## config.mk

```make
export PLATFORM = sky130hd
export DESIGN_NAME = osc_ctrl
export DESIGN_NICKNAME = d
export VERILOG_FILES = /design/src/osc_pkg.sv /design/src/osc_unlock.sv /design/src/osc_switch.sv /design/src/osc_ctrl.sv
export SDC_FILE = /design/constraint.sdc
export NUM_CORES = 1
export LEC_CHECK = 0
export ABC_CLOCK_PERIOD_IN_PS = 5050
export BUFFER_PORTS_ARGS = -buffer_cell sky130_fd_sc_hd__buf_2
export CAP_MARGIN = 20
export CORE_MARGIN = 2
export CORE_UTILIZATION = 30
export CTS_CLUSTER_DIAMETER = 40
export CTS_CLUSTER_SIZE = 25
export DETAILED_ROUTE_END_ITERATION = 12
export PLACE_DENSITY_LB_ADDON = 0.08
export RECOVER_POWER = 25
export SLEW_MARGIN = 20
export SYNTH_ARGS = -nofsm -noshare
export SYNTH_HDL_FRONTEND = slang
export SYNTH_SLANG_ARGS = --single-unit
```

## constraint.sdc

```tcl
create_clock -name clk -period 5.05 [get_ports clk]
set_clock_uncertainty 0.1 [all_clocks]
set_input_delay 0.7575 -clock clk [delete_from_list [all_inputs] [get_ports clk]]
set_output_delay 0.7575 -clock clk [all_outputs]
set_load 0.02 [all_outputs]
```

## src/osc_pkg.sv

```systemverilog
// Package of constants, types and register layout for the oscillator select control
//
// How it works
// - The current-source field is read only and shows which of the eight coded sources drives the core.
// - Software writes the new-source field, coded like the current-source field, to pick the target source.
// - After power-on reset the new-source field is loaded from the configuration settings input, not a constant.
// - With the clock lock bit set and clock monitor config bit 0 high, clock and PLL settings refuse changes.
// - The pin-mapping lock bit is writable and, when one, asserts the I/O lock output.
// - The PLL lock status reads one when the PLL is enabled and either locked or its start-up timer expired, else zero.
// - Writing one to the clock-fail flag acts as a real oscillator failure and raises the failure trap.
// - Writes to the oscillator control register are taken only right after the unlock key sequence.
// - Switches straight between primary-with-PLL and fast-RC-with-PLL are refused; go through plain fast RC.
// - Unimplemented bits of the oscillator control register, bits 15 and 11 among them, read as zero.
// - The reference clock module is off while its disable bit in module disable register four is one.
package osc_pkg;

	// ----------------------------------------
	// Register offsets
	// ----------------------------------------
	localparam logic [3:0] OSC_ADDR_CTRL   = 4'h0;
	localparam logic [3:0] OSC_ADDR_KEY    = 4'h1;
	localparam logic [3:0] OSC_ADDR_MODDIS = 4'h2;
	localparam logic [3:0] OSC_ADDR_STATUS = 4'h3;
	localparam logic [3:0] OSC_ADDR_MASK   = 4'h4;

	// ----------------------------------------
	// Field positions
	// ----------------------------------------
	localparam int OSC_CUR_LSB    = 12;
	localparam int OSC_NEW_LSB    = 8;
	localparam int OSC_CLKLK_BIT  = 7;
	localparam int OSC_IOLK_BIT   = 6;
	localparam int OSC_PLLLK_BIT  = 5;
	localparam int OSC_FAIL_BIT   = 3;
	localparam int OSC_SWREQ_BIT  = 0;
	localparam int OSC_REFOFF_BIT = 3;

	// Interrupt status bits
	localparam int OSC_IRQ_DONE   = 0;
	localparam int OSC_IRQ_FAIL   = 1;
	localparam int OSC_IRQ_REFUSE = 2;
	localparam int OSC_IRQ_W      = 3;

	// ----------------------------------------
	// Unlock keys, reset values and timing
	// ----------------------------------------
	localparam logic [15:0] OSC_KEY1      = 16'h0078;
	localparam logic [15:0] OSC_KEY2      = 16'h009A;
	localparam logic [2:0]  OSC_CUR_RESET = 3'h0;
	localparam logic [15:0] OSC_PMD_RESET = 16'h0000;
	localparam int          OSC_SW_NS     = 200;
	localparam int          OSC_CLK_NS    = 20;
	localparam int          OSC_SW_CYC    = (OSC_SW_NS + OSC_CLK_NS - 1) / OSC_CLK_NS;

	// ----------------------------------------
	// Source codes and types
	// ----------------------------------------
	typedef enum logic [2:0] {
		OSC_SRC_FAST    = 3'h0,
		OSC_SRC_FASTPLL = 3'h1,
		OSC_SRC_PRI     = 3'h2,
		OSC_SRC_PRIPLL  = 3'h3,
		OSC_SRC_RSVD    = 3'h4,
		OSC_SRC_LOWPWR  = 3'h5,
		OSC_SRC_FAST16  = 3'h6,
		OSC_SRC_FASTN   = 3'h7
	} osc_src_t;

	typedef struct packed {
		logic        wr;
		logic        rd;
		logic [3:0]  addr;
		logic [15:0] wdata;
	} osc_bus_t;

endpackage

```

## src/osc_unlock.sv

```systemverilog
// Unlock key sequence detector
`timescale 1ns/1ps
`default_nettype none
module osc_unlock
	import osc_pkg::*;
(
	input  wire logic     clk,
	input  wire logic     reset,
	input  wire osc_bus_t bus,
	output logic          open_now
);
	logic [1:0] stage_q;

	// ----------------------------------------
	// Key stage tracking
	// ----------------------------------------
	always_ff @(posedge clk)
	begin
		if (reset)
			stage_q <= 2'h0;
		else if (bus.wr && bus.addr == OSC_ADDR_KEY && bus.wdata == OSC_KEY1)
			stage_q <= 2'h1;
		else if (bus.wr && bus.addr == OSC_ADDR_KEY && bus.wdata == OSC_KEY2 && stage_q == 2'h1)
			stage_q <= 2'h2;
		else if (bus.wr || bus.rd)
			stage_q <= 2'h0;
	end

	assign open_now = (stage_q == 2'h2);
endmodule
`default_nettype wire

```

## src/osc_switch.sv

```systemverilog
// Clock switch sequencer
`timescale 1ns/1ps
`default_nettype none
module osc_switch
	import osc_pkg::*;
#(
	parameter int SW_CYC = OSC_SW_CYC
)
(
	input  wire logic       clk,
	input  wire logic       reset,
	input  wire logic       start,
	input  wire logic [2:0] target,
	output logic            busy,
	output logic            done,
	output logic [2:0]      current
);
	typedef enum {ST_IDLE, ST_WAIT} osc_sw_state_t;
	osc_sw_state_t state_q;
	logic [7:0]    cnt_q;
	logic [2:0]    tgt_q;

	// ----------------------------------------
	// Switch sequence
	// ----------------------------------------
	always_ff @(posedge clk)
	begin
		if (reset)
		begin
			state_q <= ST_IDLE;
			cnt_q   <= 8'h00;
			tgt_q   <= OSC_CUR_RESET;
			current <= OSC_CUR_RESET;
			done    <= 1'b0;
		end
		else
		begin
			done <= 1'b0;
			case (state_q)
				ST_IDLE:
				begin
					if (start)
					begin
						tgt_q   <= target;
						cnt_q   <= 8'(SW_CYC - 1);
						state_q <= ST_WAIT;
					end
				end
				ST_WAIT:
				begin
					if (cnt_q == 8'h00)
					begin
						current <= tgt_q;
						done    <= 1'b1;
						state_q <= ST_IDLE;
					end
					else
						cnt_q <= cnt_q - 8'h01;
				end
				default:
					state_q <= ST_IDLE;
			endcase
		end
	end

	assign busy = (state_q == ST_WAIT);
endmodule
`default_nettype wire

```

## src/osc_ctrl.sv

```systemverilog
// Oscillator select control: registers, locks, failure trap and switch start
//
// Design decisions made here: the plain strobed port and the address map.
`timescale 1ns/1ps
`default_nettype none
module osc_ctrl
	import osc_pkg::*;
#(
	parameter int SW_CYC = OSC_SW_CYC
)
(
	input  wire logic        clk,
	input  wire logic        reset,
	input  wire logic        por,
	input  wire logic [2:0]  cfg_new_source,
	input  wire logic        clock_monitor_cfg0,
	input  wire logic        pll_locked,
	input  wire logic        pll_timer_done,
	input  wire logic        pll_enabled,
	input  wire logic        osc_fail_in,
	input  wire logic [3:0]  addr,
	input  wire logic [15:0] wdata,
	input  wire logic        wr,
	input  wire logic        rd,
	output logic [15:0]      rdata,
	output logic             osc_fail_trap,
	output logic             pin_mapping_lock_out,
	output logic             refclk_enable,
	output logic [2:0]       clock_source,
	output logic             irq
);
	// ----------------------------------------
	// Internal state
	// ----------------------------------------
	osc_bus_t   bus;
	logic       open_now;
	logic       busy;
	logic       done;
	logic [2:0] current_source_sel;
	logic [2:0] new_source_sel_q;
	logic       clock_config_lock_q;
	logic       pin_mapping_lock_q;
	logic       clock_fail_flag_q;
	logic       switch_request_q;
	logic       refclk_module_off_q;
	logic [OSC_IRQ_W-1:0] status_q;
	logic [OSC_IRQ_W-1:0] mask_q;
	logic       ctrl_wr;
	logic       cfg_locked;
	logic       sw_start;
	logic       forbidden;
	logic       pll_status;
	logic       fail_set;
	logic       refuse_event;
	logic       status_wr;
	logic       mask_wr;
	logic       moddis_wr;
	logic [15:0] rd_word;
	logic [OSC_IRQ_W-1:0] status_set;

	assign bus = '{wr: wr, rd: rd, addr: addr, wdata: wdata};

	// ----------------------------------------
	// Key detector and switch sequencer
	// ----------------------------------------
	osc_unlock u_unlock (
		.clk      (clk),
		.reset    (reset),
		.bus      (bus),
		.open_now (open_now)
	);

	osc_switch #(.SW_CYC(SW_CYC)) u_switch (
		.clk     (clk),
		.reset   (reset),
		.start   (sw_start),
		.target  (new_source_sel_q),
		.busy    (busy),
		.done    (done),
		.current (current_source_sel)
	);

	// ----------------------------------------
	// Write qualification
	// ----------------------------------------
	assign ctrl_wr      = wr && addr == OSC_ADDR_CTRL && open_now;
	assign cfg_locked   = clock_config_lock_q && clock_monitor_cfg0;
	assign forbidden    = (current_source_sel == OSC_SRC_PRIPLL
	                    && new_source_sel_q == OSC_SRC_FASTPLL)
	                   || (current_source_sel == OSC_SRC_FASTPLL
	                    && new_source_sel_q == OSC_SRC_PRIPLL);
	assign sw_start     = switch_request_q && !busy && !done && !forbidden && !cfg_locked;
	assign refuse_event = switch_request_q && !busy && !done && forbidden;
	assign pll_status   = pll_enabled && (pll_locked || pll_timer_done);
	assign fail_set     = osc_fail_in || (ctrl_wr && wdata[OSC_FAIL_BIT]);
	assign status_wr    = wr && addr == OSC_ADDR_STATUS;
	assign mask_wr      = wr && addr == OSC_ADDR_MASK;
	assign moddis_wr    = wr && addr == OSC_ADDR_MODDIS;

	// ----------------------------------------
	// Oscillator control register
	// ----------------------------------------
	always_ff @(posedge clk)
	begin
		if (reset)
			new_source_sel_q <= OSC_CUR_RESET;
		else if (por)
			new_source_sel_q <= cfg_new_source;
		else if (ctrl_wr && !cfg_locked)
			new_source_sel_q <= wdata[OSC_NEW_LSB +: 3];
	end

	// ----------------------------------------
	// Clock lock
	// ----------------------------------------
	always_ff @(posedge clk)
	begin
		if (reset)
			clock_config_lock_q <= 1'b0;
		else if (ctrl_wr && !clock_config_lock_q)
			clock_config_lock_q <= wdata[OSC_CLKLK_BIT];
	end

	// ----------------------------------------
	// Pin mapping lock
	// ----------------------------------------
	always_ff @(posedge clk)
	begin
		if (reset)
			pin_mapping_lock_q <= 1'b0;
		else if (ctrl_wr)
			pin_mapping_lock_q <= wdata[OSC_IOLK_BIT];
	end

	// ----------------------------------------
	// Clock fail flag
	// ----------------------------------------
	always_ff @(posedge clk)
	begin
		if (reset)
			clock_fail_flag_q <= 1'b0;
		else if (fail_set)
			clock_fail_flag_q <= 1'b1;
		else if (ctrl_wr)
			clock_fail_flag_q <= 1'b0;
	end

	// ----------------------------------------
	// Switch request
	// ----------------------------------------
	always_ff @(posedge clk)
	begin
		if (reset)
			switch_request_q <= 1'b0;
		else if (ctrl_wr && wdata[OSC_SWREQ_BIT] && !cfg_locked)
			switch_request_q <= 1'b1;
		else if (done || (switch_request_q && !busy && (forbidden || cfg_locked)))
			switch_request_q <= 1'b0;
	end

	// ----------------------------------------
	// Module disable register four
	// ----------------------------------------
	always_ff @(posedge clk)
	begin
		if (reset)
			refclk_module_off_q <= OSC_PMD_RESET[OSC_REFOFF_BIT];
		else if (moddis_wr)
			refclk_module_off_q <= wdata[OSC_REFOFF_BIT];
	end

	// ----------------------------------------
	// Interrupt events
	// ----------------------------------------
	always_comb
	begin
		status_set                 = '0;
		status_set[OSC_IRQ_DONE]   = done;
		status_set[OSC_IRQ_FAIL]   = fail_set;
		status_set[OSC_IRQ_REFUSE] = refuse_event;
	end

	// ----------------------------------------
	// Interrupt status
	// ----------------------------------------
	always_ff @(posedge clk)
	begin
		if (reset)
			status_q <= '0;
		else
		begin
			for (int i = 0; i < OSC_IRQ_W; i++)
			begin
				if (status_set[i])
					status_q[i] <= 1'b1;
				else if (status_wr && wdata[i])
					status_q[i] <= 1'b0;
			end
		end
	end

	// ----------------------------------------
	// Interrupt mask
	// ----------------------------------------
	always_ff @(posedge clk)
	begin
		if (reset)
			mask_q <= '0;
		else if (mask_wr)
			mask_q <= wdata[OSC_IRQ_W-1:0];
	end

	// ----------------------------------------
	// Failure trap
	// ----------------------------------------
	always_ff @(posedge clk)
	begin
		if (reset)
			osc_fail_trap <= 1'b0;
		else
			osc_fail_trap <= fail_set;
	end

	// ----------------------------------------
	// Pin mapping lock output
	// ----------------------------------------
	always_ff @(posedge clk)
	begin
		if (reset)
			pin_mapping_lock_out <= 1'b0;
		else
			pin_mapping_lock_out <= pin_mapping_lock_q;
	end

	// ----------------------------------------
	// Reference clock enable
	// ----------------------------------------
	always_ff @(posedge clk)
	begin
		if (reset)
			refclk_enable <= 1'b1;
		else
			refclk_enable <= !refclk_module_off_q;
	end

	// ----------------------------------------
	// Current source output
	// ----------------------------------------
	always_ff @(posedge clk)
	begin
		if (reset)
			clock_source <= OSC_CUR_RESET;
		else
			clock_source <= current_source_sel;
	end

	// ----------------------------------------
	// Interrupt output
	// ----------------------------------------
	always_ff @(posedge clk)
	begin
		if (reset)
			irq <= 1'b0;
		else
			irq <= |(status_q & mask_q);
	end

	// ----------------------------------------
	// Read word
	// ----------------------------------------
	always_comb
	begin
		rd_word = 16'h0000;
		case (addr)
			OSC_ADDR_CTRL:
			begin
				rd_word[OSC_CUR_LSB +: 3] = current_source_sel;
				rd_word[OSC_NEW_LSB +: 3] = new_source_sel_q;
				rd_word[OSC_CLKLK_BIT]    = clock_config_lock_q;
				rd_word[OSC_IOLK_BIT]     = pin_mapping_lock_q;
				rd_word[OSC_PLLLK_BIT]    = pll_status;
				rd_word[OSC_FAIL_BIT]     = clock_fail_flag_q;
				rd_word[OSC_SWREQ_BIT]    = switch_request_q;
			end
			OSC_ADDR_MODDIS:
				rd_word[OSC_REFOFF_BIT] = refclk_module_off_q;
			OSC_ADDR_STATUS:
				rd_word[OSC_IRQ_W-1:0] = status_q;
			OSC_ADDR_MASK:
				rd_word[OSC_IRQ_W-1:0] = mask_q;
			default:
				rd_word = 16'h0000;
		endcase
	end

	// ----------------------------------------
	// Read data register
	// ----------------------------------------
	always_ff @(posedge clk)
	begin
		if (reset)
			rdata <= 16'h0000;
		else if (rd)
			rdata <= rd_word;
		else
			rdata <= 16'h0000;
	end
endmodule
`default_nettype wire

```

; Word level (Yosys, flattened, before mapping)
; Index checks and enable logic that the tools add are counted.
[classes]
addsub = 1
multipliers = 0
div = 0
n_lt_le_gt_ge = 0
n_eq_ne = 17
n_shift = 0
n_mux = 25
bitwise_logic = 4
n_reduce_logical = 60
[ops]
columns = operator, count
row1 = 32-bit two-way mux, 2
row2 = 32-bit one-hot mux with 2 select lines, 1
row3 = "32-bit by 1-bit == test with 1-bit output, second input constant", 1
row4 = "32-bit by 2-bit == test with 1-bit output, second input constant", 1
row5 = 32-bit zero test, 1
row6 = 1-bit logical AND, 27
row7 = "16-bit by 7-bit == test with 1-bit output, second input constant", 1
row8 = "16-bit by 8-bit == test with 1-bit output, second input constant", 1
row9 = 8-bit two-way mux, 2
row10 = 8-bit one-hot mux with 2 select lines, 1
row11 = 2-bit nonzero test, 8
row12 = 1-bit two-way mux, 12
row13 = "4-bit by 2-bit == test with 1-bit output, second input constant", 2
row14 = 8-bit zero test, 1
row15 = "8-bit by 1-bit subtractor with 8-bit output, second input constant", 1
row16 = "3-bit by 1-bit == test with 1-bit output, second input constant", 2
row17 = "3-bit by 2-bit == test with 1-bit output, second input constant", 2
row18 = 1-bit zero test, 6
row19 = 1-bit logical OR, 6
row20 = 3-bit two-way mux, 2
row21 = 2-bit AND reduction, 3
row22 = 2-bit OR reduction, 3
row23 = 3-bit OR reduction, 2
row24 = "4-bit by 1-bit == test with 1-bit output, second input constant", 1
row25 = other kinds (14), 18
[totals]
reg_bits = 86
latch_bits = 0
ram_bits = 0
mem_bits_ro = 0
input_bits = 33
output_inout_bits = 23
elab_cells = 132
mem_count = 0

; Logic depth before layout (Yosys ltp)
; Gate-level depths: netlist of run 1.
[depth]
ltp_word = 8
ltp_mapped = 6
mapped_depth_nobuf = 6

; By module
; From an unflattened synthesis of run 1, not the netlist that was laid out.
[unflattened]
hier_cells = 244
hier_area_um2 = 2307.2
[by_module_without_submodules]
columns = mod, instances, cells_each, area_per_inst_um2, seq_area_each_um2
row1 = osc_ctrl, 1, 140, 1363.8, 680.7
row2 = osc_switch, 1, 84, 760.7, 320.3
row3 = osc_unlock, 1, 20, 182.7, 40.0

; Worst setup path after synthesis of run 1
; Ideal clock, no wire load.
[synth_path]
path_kind = input-to-reg
startpoint = in wdata[9]
endpoint = reg u_unlock.stage_q[1]
setup_time_ns = 0.079
t_arrival_ns = 1.831
required_time_ns = 4.871
path_slack_ns = 3.040
stages = 4
n_path_buf = 0
path_cell_list = or4b_1 nor3b_2 nand4_1 a211oi_2
[synth_between]
elab_chain_cells = 4
word_cells_on_any_way = 8
cone_classes = 2 x eq/ne / 1 x mux / 5 x reduce/logical
[synth_rtl]
columns = item, line
row1 = from (decl), osc_ctrl.sv:22  ; input wire logic [15:0] wdata,
row2 = 16-bit by 8-bit == test with 1-bit output, osc_unlock.sv:23  ; else if (bus.wr && bus.addr == OSC_ADDR_KEY && bus.wdata == OSC_KEY2 && stage_q == 2'h1)
row3 = 1-bit logical AND (2 in a row), osc_unlock.sv:23
row4 = 2-bit two-way mux or 2-bit nonzero test (tied branches), -
row5 = to (signal assigned), osc_unlock.sv:22  ; stage_q <= 2'h1;
row6 = to (signal assigned), osc_unlock.sv:24  ; stage_q <= 2'h2;
row7 = to (signal assigned), osc_unlock.sv:26  ; stage_q <= 2'h0;
row8 = to (decl), osc_unlock.sv:12  ; logic [1:0] stage_q;
; Parallel ways exist; a longest one is shown, timed or not.
; A chain may end at the register's enable or synchronous reset.

; Worst setup path in the final report of run 1
[layout_path]
startpoint = in reset
endpoint = reg rdata[12]
[layout_between]
elab_chain_cells = 1
[layout_rtl]
columns = item, line
row1 = from (decl), osc_ctrl.sv:13  ; input wire logic reset,
row2 = 3-bit OR reduction (no line), -
row3 = to (signal assigned), osc_ctrl.sv:304  ; rdata <= rd_word;
row4 = to (decl), osc_ctrl.sv:25  ; output logic [15:0] rdata,
; No other way between the ends.

==> flow_metrics.py, run 1 <==
metrics = {
    "grt": {
        "grt_overflow": 0,
        "grt_pass1_wl_um": 8690,
        "antenna_found_initial": 0,
        "grt_start_max_net_pins": 35,
        "grtUsageMet1": 0.202,
        "grt_util_met3": 0.0457,
        "grt_util_all_layers": 0.144,
        "grt_pass1_vias": 1692,
        "grt_util_met2": 0.213,
        "top_usage_layer": "met2",
    },
    "finish": {
        "drive_above_1_share": 0.221,
        "nFillCells": 747,
        "num-nets-final": 315,
        "syn2layout_area_growth_pct": 19.7,
        "antenna_cells": 0,
        "design_area_sq_um": 2580,
    },
    "worst_hold_path": {
        "hp-class": "reg -> reg",
        "whs_path_depth": 2,
    },
    "logic_synthesis": {
        "ys_seq_elements": 52,
        "synth_warnings": 0,
        "synthFlopType": "dfxtp_1",
        "avgSynthCellArea_sq_um": 9.42,
        "postSynthCellCount": 229,
        "yosysUniqueCellTypes": 55,
        "synthArstFlopShare": 0,
        "yosysSeqAreaShare": 0.483,
        "synthesis.area_sq_um": 2160,
        "synth_edf_count": 0,
    },
    "worst_setup_path": {
        "crit_path_start_kind": "primary input",
        "endpoint_kind": "flip-flop",
        "crit_fanout": 34,
        "critPathKind": "in -> reg",
        "r2r_cells": 6,
        "arrival_ns": 2.85,
        "cp.required_ns": 5.16,
    },
    "clock_network": {
        "cts_resized": 0,
        "cts_num_sinks": 52,
        "clk_latency_ns": 0.30,
        "clkSlewWorstSetupHoldPaths_ns": 0.09,
        "cts-root-buf": "clkbuf_8",
        "h-tree-depth": 2,
        "cts_hold_buf": 0,
        "clockBufferDepth": 2,
        "numCtsBuffers": 5,
        "cts_tree": "yes",
        "cts_setup_buffers": 0,
    },
    "power_and_ir_drop": {
        "ir_drop_mv": 0.111,
        "leakage_nw": 0.987,
        "p_per_area_nw_per_um2": 275,
    },
    "route": {
        "wirelength_um": 5220,
        "drc": 0,
        "routedWlPerCell_um": 13.8,
        "drt-initial-drc-count": 80,
        "drt_first_pass_iters": 4,
        "ant_nets": 0,
        "via_per_inst": 4.88,
        "vias": 1841,
    },
    "outcome": {
        "violations": "max-capacitance violations, max-slew violations",
        "status": "finished with violations",
    },
    "placement": {
        "place_area_sq_um": 2490,
        "place_congestion": 0.825,
        "dp_slack_ns": 2.71,
        "dp_hpwl_um": 3850,
        "io_buffer_count": 52,
    },
    "timing": {
        "post-route-min-period_ns": 2.74,
        "setup_viol": 0,
        "rsz0062_at_grt": "false",
        "fin_ws_ns": 2.31,
        "worst_pin_slew_ns": 1.61,
        "hold_slack_ns": 0.362,
        "fin_crit_sh": 0.542,
        "finalSetupTns_ns": 0,
        "hold_viol_final": 0,
        "slew_violations": 35,
        "max_clock_freq_ghz": 0.365,
        "slew_headroom": -0.0753,
    },
    "die": {
        "die-height_um": 88.8,
        "ioPinCount": 56,
        "core_sq_um": 6870,
        "start_util": 0.314,
        "die_x_um": 88.8,
        "num_rows": 30,
        "die_area_sq_um": 7880,
    },
    "flow_run": {
        "cap_viol_max_count": 1,
    },
}
==> state kept, by name, summed over array words and instances (netlist names) <==
signal,cells
status_q,3
u_switch.state_q,1
new_source_sel_q,3
mask_q,3
u_switch.done,1
osc_fail_trap,1
pin_mapping_lock_out,1
refclk_enable,1
switch_request_q,1
clock_source,3
u_switch.tgt_q,3
clock_config_lock_q,1
u_unlock.stage_q,2
u_switch.current,3
u_switch.cnt_q,8
rdata,13
pin_mapping_lock_q,1
clock_fail_flag_q,1
refclk_module_off_q,1
irq,1
==> cells in the final DEF, fill, tap and decap left out, drive strengths merged, types with 5 or more instances in the layout <==
master	Yosys	layout
nor3	9	9
and2	7	7
mux2i	6	6
nor2b	5	5
inv	6	6
a211oi	6	6
nor2	21	21
a21oi	14	14
clkbuf	5	14
dfxtp	52	52
nand2	20	20
buf	5	44
nand3	14	14
==> final cells by class <==
type | count | area (sq um) | area share
clock buffer | 6 | 82.6 | 0.0320
tap | 96 | 120 | 0.0465
clock inverter | 2 | 15.0 | 0.00582
sequential | 52 | 1040 | 0.403
timing repair buffer | 52 | 250 | 0.0969
multi-input combinational | 163 | 1050 | 0.407
inverter | 6 | 22.5 | 0.00873
==> worst max-delay path: stages <==
cell and delay [ns]:
clkbuf_1 1.14, inv_1 0.27, nand2_1 0.33, nor2_1 0.16, and2_1 0.18
==> stage by stage <==
step	power [W]	util	cells
floorplan	0.000449	-	231
global placement	0.000472	0.363	369
detailed placement	0.000472	0.363	369
CTS	0.000721	0.377	377
global route	0.000747	0.376	377
finish	0.000711	0.376	377
==> power breakdown <==
| part | internal (W) | switching, W | total (W) |
|---|---|---|---|
| clock | 0.000111 | 0.000138 | 0.000249 |
| combinational | 0.0000173 | 0.0000267 | 0.0000440 |
| sequential | 0.000414 | 0.00000361 | 0.000418 |
==> cell usage after synthesis (all sizes together), types with 3 or more instances <==
cell,n,area [sq um]
clkbuf,5,18.8
o21ai,3,15.0
nor2,21,78.8
and2,7,43.8
o22a,3,26.3
o211ai,3,27.5
mux2i,6,60.1
buf,5,32.5
nand3,14,70.1
a21oi,14,73.8
a211oi,6,50.1
a31oi,4,25.0
inv,6,22.5
nor3b,3,27.5
nand2,20,75.1
nor2b,5,31.3
nor3,9,45.0
nor4b,4,47.6
dfxtp,52,1040
==> path summary, 6_finish.rpt <==
kind                                  startpoint                              to  slack [ns]
setup / recovery                           reset            rdata[12]$_SDFF_PP0_        2.31
hold / removal    u_switch.tgt_q[2]$_SDFFE_PP0P_  u_switch.tgt_q[2]$_SDFFE_PP0P_        0.36
setup reg to reg  u_switch.cnt_q[0]$_SDFFE_PP0P_  u_switch.cnt_q[6]$_SDFFE_PP0P_        3.09
hold reg to reg   u_switch.tgt_q[2]$_SDFFE_PP0P_  u_switch.tgt_q[2]$_SDFFE_PP0P_        0.36
==> layer usage <==
metal / vias to the layer above / part of all wire
li1: 933 / -
met1: 847 / 0.47
met2: 56 / 0.44
met3: 5 / 0.082
met4: 0 / 0.011
met5: - / 0
==> kinds of logic (layout without fill, tap and decap cells) <==
kind of cell,Yosys count,in the layout,share of synthesized area
flip-flops,52,52,0.483
AO/OA/AOI/OAI,47,47,0.157
XOR/XNOR,2,2,0.00812
adder cells (fa/ha/maj),2,2,0.0116
AND/OR/NAND/NOR,103,103,0.277
multiplexers,6,6,0.0278
other,1,3,0.00174
buffers and inverters,16,66,0.0342
Power figures use the tool's default switching activity.
==> run 2, diff against run 1 <==
- ABC_CLOCK_PERIOD_IN_PS: 5050 -> 2600
- clock period: 5.05 -> 2.6 ns (I/O delays scaled with it)
==> run 2 against run 1 <==
Against the previous run: via count is 1.3% lower; die area stayed put; register-to-register slack worse by 2.4 ns; clock power is 88% higher; final cell count is 0.53% higher; the flow still finishes with violations (max-capacitance violations, max-slew violations); largest power group unchanged; total power is 92% higher; cell area is 0.34% higher; critical path type unchanged.
==> flow_metrics.py, run 2 (synthesized netlist as in run 1, its figures left out) <==
metrics = {
    "die": {
        "core_sq_um": 6870,
        "die_x_um": 88.8,
        "die-height_um": 88.8,
        "die_area_sq_um": 7880,
        "num_rows": 30,
        "ioPinCount": 56,
        "start_util": 0.314,
    },
    "power_and_ir_drop": {
        "combPwrFrac": 0.063,
        "p_sw_w": 0.000335,
        "p_total_w": 0.00137,
        "p_per_area_nw_per_um2": 528,
        "internal_power_w": 0.00103,
        "pwr-share-clk": 0.343,
        "p_seq_frac": 0.594,
        "ir_drop_mv": 0.186,
        "p_sw_frac": 0.245,
        "leakage_nw": 1.01,
    },
    "timing": {
        "hold_viol_final": 0,
        "fin_crit_sh": 0.818,
        "slew_headroom": -0.0613,
        "worst_pin_slew_ns": 1.59,
        "finalSetupTns_ns": 0,
        "setup_viol": 0,
        "slew_violations": 34,
        "rsz0062_at_grt": "false",
        "post-route-min-period_ns": 2.13,
        "max_clock_freq_ghz": 0.470,
    },
    "worst_setup_path": {
        "endpoint_kind": "flip-flop",
        "arrival_ns": 2.23,
        "cp.required_ns": 2.70,
        "crit_path_start_kind": "primary input",
        "crit_fanout": 33,
        "critPathKind": "in -> reg",
    },
    "route": {
        "vias": 1817,
        "routed-wl-met3_um": 238,
        "drc": 0,
        "wirelength_um": 5120,
        "wl_met2_um": 2230,
        "ant_nets": 0,
        "top_layer": "met4",
        "drt_first_pass_iters": 4,
        "via_per_inst": 4.79,
        "routedWlPerCell_um": 13.5,
        "wl_met1_um": 2610,
        "drt-initial-drc-count": 76,
    },
    "finish": {
        "num-nets-final": 317,
        "fin_util": 0.377,
        "antenna_cells": 0,
        "regMostFlops": "rdata",
        "design_area_sq_um": 2590,
        "layout_common_cells": "dfxtp_1, buf_2, nor2_1, nand2_1, nand3_1",
        "largest_registers": "rdata x13, u_switch.cnt_q x8",
        "final_common_cell": "dfxtp_1",
        "instances_no_fill": 379,
        "drive_above_1_share": 0.233,
        "largest_reg_flops": 13,
        "syn2layout_area_growth_pct": 20.1,
    },
    "clock_network": {
        "h-tree-depth": 2,
        "cts_hold_buf": 0,
        "clkSlewWorstSetupHoldPaths_ns": 0.10,
        "cts_setup_buffers": 0,
        "clk_latency_ns": 0.30,
        "cts_resized": 0,
        "cts_num_sinks": 52,
        "clockBufferDepth": 2,
        "cts_tree": "yes",
        "numCtsBuffers": 5,
        "cts-root-buf": "clkbuf_8",
    },
    "outcome": {
        "violations": "max-capacitance violations, max-slew violations",
        "status": "finished with violations",
    },
    "placement": {
        "place_congestion": 0.814,
        "place_area_sq_um": 2510,
        "place_inst": 371,
        "dp_hpwl_um": 3820,
        "io_buffer_count": 52,
    },
    "grt": {
        "grt_util_all_layers": 0.141,
        "antenna_found_initial": 0,
        "grt_start_max_net_pins": 34,
        "grt_overflow": 0,
        "grt_pass1_vias": 1732,
        "grt_pass1_wl_um": 8560,
    },
    "flow_run": {
        "cap_viol_max_count": 1,
    },
    "worst_hold_path": {
        "hp-class": "in -> reg",
    },
}
[run 2: layer usage]
| metal | GRT usage | up-vias |
|---|---|---|
| met2 | 0.212 | 45 |
| met3 | 0.0308 | 2 |
| li1 | - | 944 |
| met5 | 0 | - |
| met1 | 0.199 | 826 |
| met4 | 0.0496 | 0 |
[run 2: area by class of cell]
| class | instances | area, sq um |
|---|---|---|
| Clock buffer | 5 | 68.8 |
| Fill cell | 734 | 4280 |
| Timing Repair Buffer | 54 | 265 |
| Tap cell | 96 | 120 |
| Inverter | 6 | 22.5 |
| Sequential cell | 52 | 1040 |
| Multi-Input combinational cell | 163 | 1050 |
| Clock inverter | 3 | 22.5 |
[run 2: worst paths after layout]
check | depth (start not counted) | start | slack [ns] | endpoint
worst max register to register | 6 | u_switch.cnt_q[0]$_SDFFE_PP0P_ | 0.67 | u_switch.cnt_q[6]$_SDFFE_PP0P_
worst min register to register | 1 | refclk_module_off_q$_SDFFE_PP0P_ | 0.32 | refclk_enable$_SDFF_PP1_
worst min-delay path | 3 | pll_enabled | 0.23 | rdata[5]$_SDFF_PP0_
worst max-delay path | 4 | reset | 0.47 | status_q[1]$_SDFFE_PP0P_
[run 2: power by group through the flow]
| stage | Combinational, W | Sequential [W] | Clock (W) |
|---|---|---|---|
| 2_1_floorplan | 0.0000419 | 0.000830 | 0 |
| 3_3_place_gp | 0.0000883 | 0.000830 | 0 |
| 3_5_place_dp | 0.0000873 | 0.000830 | 0 |
| 4_1_cts | 0.0000878 | 0.000812 | 0.000490 |
| 5_1_grt | 0.0000951 | 0.000813 | 0.000523 |
| 6_report | 0.0000863 | 0.000812 | 0.000469 |
[run 2: stage by stage]
stage	worst slack [ns]	hold slack [ns]
after floorplan	0.834	0.270
after global placement	0.767	0.298
after detailed placement	0.718	0.294
after CTS	0.715	0.215
after global routing	0.319	0.238
final	0.473	0.230
[run 2: critical path, cell delays in order]
cell and delay [ns]:
buf_2 0.08, clkbuf_1 1.14, nor2_1 0.30, a31o_2 0.31
==> run 3, diff against run 2 <==
- ABC_CLOCK_PERIOD_IN_PS: 2600 -> 2100
- clock period: 2.6 -> 2.1 ns (I/O delays scaled with it)
==> run 3 against run 2 <==
Against the previous run: the run now ends clean; worst setup slack worse by 0.24 ns; clock power is 25% higher; global-route usage is 0.11 points higher; via count is 0.28% lower; register-to-register slack worse by 0.44 ns; hold slack worse by 0.057 ns; final cell count is 0.79% higher; non-clock buffer count is 3 higher; critical path depth is 2 higher.
==> flow_metrics.py, run 3 (synthesized netlist as in run 1, its figures left out) <==
metrics = {
    "finish": {
        "drive_above_1_share": 0.245,
        "nFillCells": 746,
        "seqCellArea_sq_um": 1040,
        "fin_util": 0.380,
        "antenna_cells": 0,
        "final_common_cell": "dfxtp_1",
        "layout_common_cells": "dfxtp_1, buf_2, nor2_1, nand2_1, nand3_1",
        "syn2layout_area_growth_pct": 21.0,
        "design_area_sq_um": 2610,
        "largest_registers": "rdata x13, u_switch.cnt_q x8",
        "multi_input_area_sq_um": 1040,
        "largest_reg_flops": 13,
        "num-nets-final": 320,
        "instances_no_fill": 382,
        "regMostFlops": "rdata",
    },
    "outcome": {
        "status": "finished clean",
    },
    "worst_setup_path": {
        "critPathKind": "reg -> reg",
        "crit_chain": "inv_1, ha_1, or3b_2, o311a_1, a211oi_1, nor3_1",
        "crit_fanout": 5,
        "cp.required_ns": 2.18,
        "endpoint_kind": "flip-flop",
        "crit_path_start_kind": "flip-flop",
        "arrival_ns": 1.95,
        "critPathSlowestCell": "or3b_2",
        "max_stage_delay_ns": 0.49,
    },
    "route": {
        "wl_met1_um": 2590,
        "wirelength_um": 5280,
        "routedWlPerCell_um": 13.8,
        "wl_met2_um": 2370,
        "drt_first_pass_iters": 4,
        "drc": 0,
        "routed-wl-met3_um": 271,
        "top_layer": "met4",
        "vias": 1812,
        "ant_nets": 0,
        "via_per_inst": 4.74,
        "drt-initial-drc-count": 45,
    },
    "clock_network": {
        "clk_latency_ns": 0.30,
        "numCtsBuffers": 5,
        "cts_setup_buffers": 0,
        "cts_tree": "yes",
        "clkSlewWorstSetupHoldPaths_ns": 0.10,
        "clockBufferDepth": 2,
        "cts_hold_buf": 0,
        "h-tree-depth": 2,
        "cts_resized": 0,
        "cts-root-buf": "clkbuf_8",
        "cts_num_sinks": 52,
    },
    "timing": {
        "hold_viol_final": 0,
        "post-route-min-period_ns": 1.87,
        "worst_pin_slew_ns": 0.520,
        "setup_viol": 0,
        "finalSetupTns_ns": 0,
        "slew_violations": 0,
        "fin_crit_sh": 0.891,
        "max_clock_freq_ghz": 0.535,
        "rsz0062_at_grt": "false",
        "slew_headroom": 0.652,
    },
    "placement": {
        "place_area_sq_um": 2530,
        "dp_hpwl_um": 3980,
        "place_congestion": 0.777,
        "io_buffer_count": 52,
        "place_inst": 374,
    },
    "grt": {
        "antenna_found_initial": 0,
        "grt_pass1_vias": 1713,
        "grt_pass1_wl_um": 8490,
        "grt_overflow": 0,
        "grt_util_all_layers": 0.142,
        "grt_start_max_net_pins": 31,
    },
    "power_and_ir_drop": {
        "p_sw_w": 0.000416,
        "p_sw_frac": 0.245,
        "ir_drop_mv": 0.250,
        "pwr-share-clk": 0.344,
        "p_seq_frac": 0.591,
        "p_per_area_nw_per_um2": 651,
        "combPwrFrac": 0.064,
        "p_total_w": 0.00170,
        "leakage_nw": 1.04,
        "internal_power_w": 0.00128,
    },
    "die": {
        "start_util": 0.314,
        "ioPinCount": 56,
        "core_sq_um": 6870,
        "num_rows": 30,
        "die-height_um": 88.8,
        "die_area_sq_um": 7880,
        "die_x_um": 88.8,
    },
    "worst_hold_path": {
        "hp-class": "in -> reg",
    },
    "flow_run": {
        "cap_viol_max_count": 0,
    },
}
run 3: cell types whose count changed in the layout (fill, tap and decap cells not counted), sizes merged:
cell,change
clkbuf,-2
buf,+5
run 3: path summary, 6_finish.rpt:
path | slack (ns) | endpoint | cells past startpoint | from
worst max-delay path | 0.23 | u_switch.cnt_q[6]$_SDFFE_PP0P_ | 6 | u_switch.cnt_q[0]$_SDFFE_PP0P_
worst min-delay path | 0.17 | rdata[5]$_SDFF_PP0_ | 3 | pll_enabled
worst min register to register | 0.33 | refclk_enable$_SDFF_PP1_ | 1 | refclk_module_off_q$_SDFFE_PP0P_
worst max register to register | 0.23 | u_switch.cnt_q[6]$_SDFFE_PP0P_ | 6 | u_switch.cnt_q[0]$_SDFFE_PP0P_
run 3: critical path: cells and delay by family, from the launching register on:
kind	cells	cell delay, ns
adders and majority gates	1	0.17
DFF	1	0.35
buffers and inverters	1	0.09
and+or+nand+nor	2	0.56
AOI/OAI and AO/OA	2	0.48
run 3: cell type report:
type,instances,area share
clock buffer,5,0.0264
clock inverter,3,0.0101
inverter,6,0.00863
multi-input combinational,163,0.400
sequential,52,0.399
tap,96,0.0460
timing repair buffer,57,0.110
run 3: stage by stage:
step	hold WS (ns)	worst slack, ns
after floorplan	0.270	0.334
after global placement	0.291	0.277
after detailed placement	0.296	0.233
after CTS	0.146	0.221
after global routing	0.162	0.0800
final	0.173	0.229
run 3: per-layer routing:
| metal | global-route usage | vias up |
|---|---|---|
| met5 | 0 | - |
| met4 | 0.0427 | 0 |
| met3 | 0.0373 | 2 |
| met2 | 0.215 | 42 |
| met1 | 0.198 | 821 |
| li1 | - | 947 |
run 3: power by group through the flow:
stage / clock network [W] / logic [W] / registers (W)
after floorplan: 0 / 0.0000519 / 0.00103
final: 0.000585 / 0.000109 / 0.00100
after CTS: 0.000616 / 0.000112 / 0.00100
after global routing: 0.000667 / 0.000121 / 0.00101
after global placement: 0 / 0.000113 / 0.00103
after detailed placement: 0 / 0.000112 / 0.00103
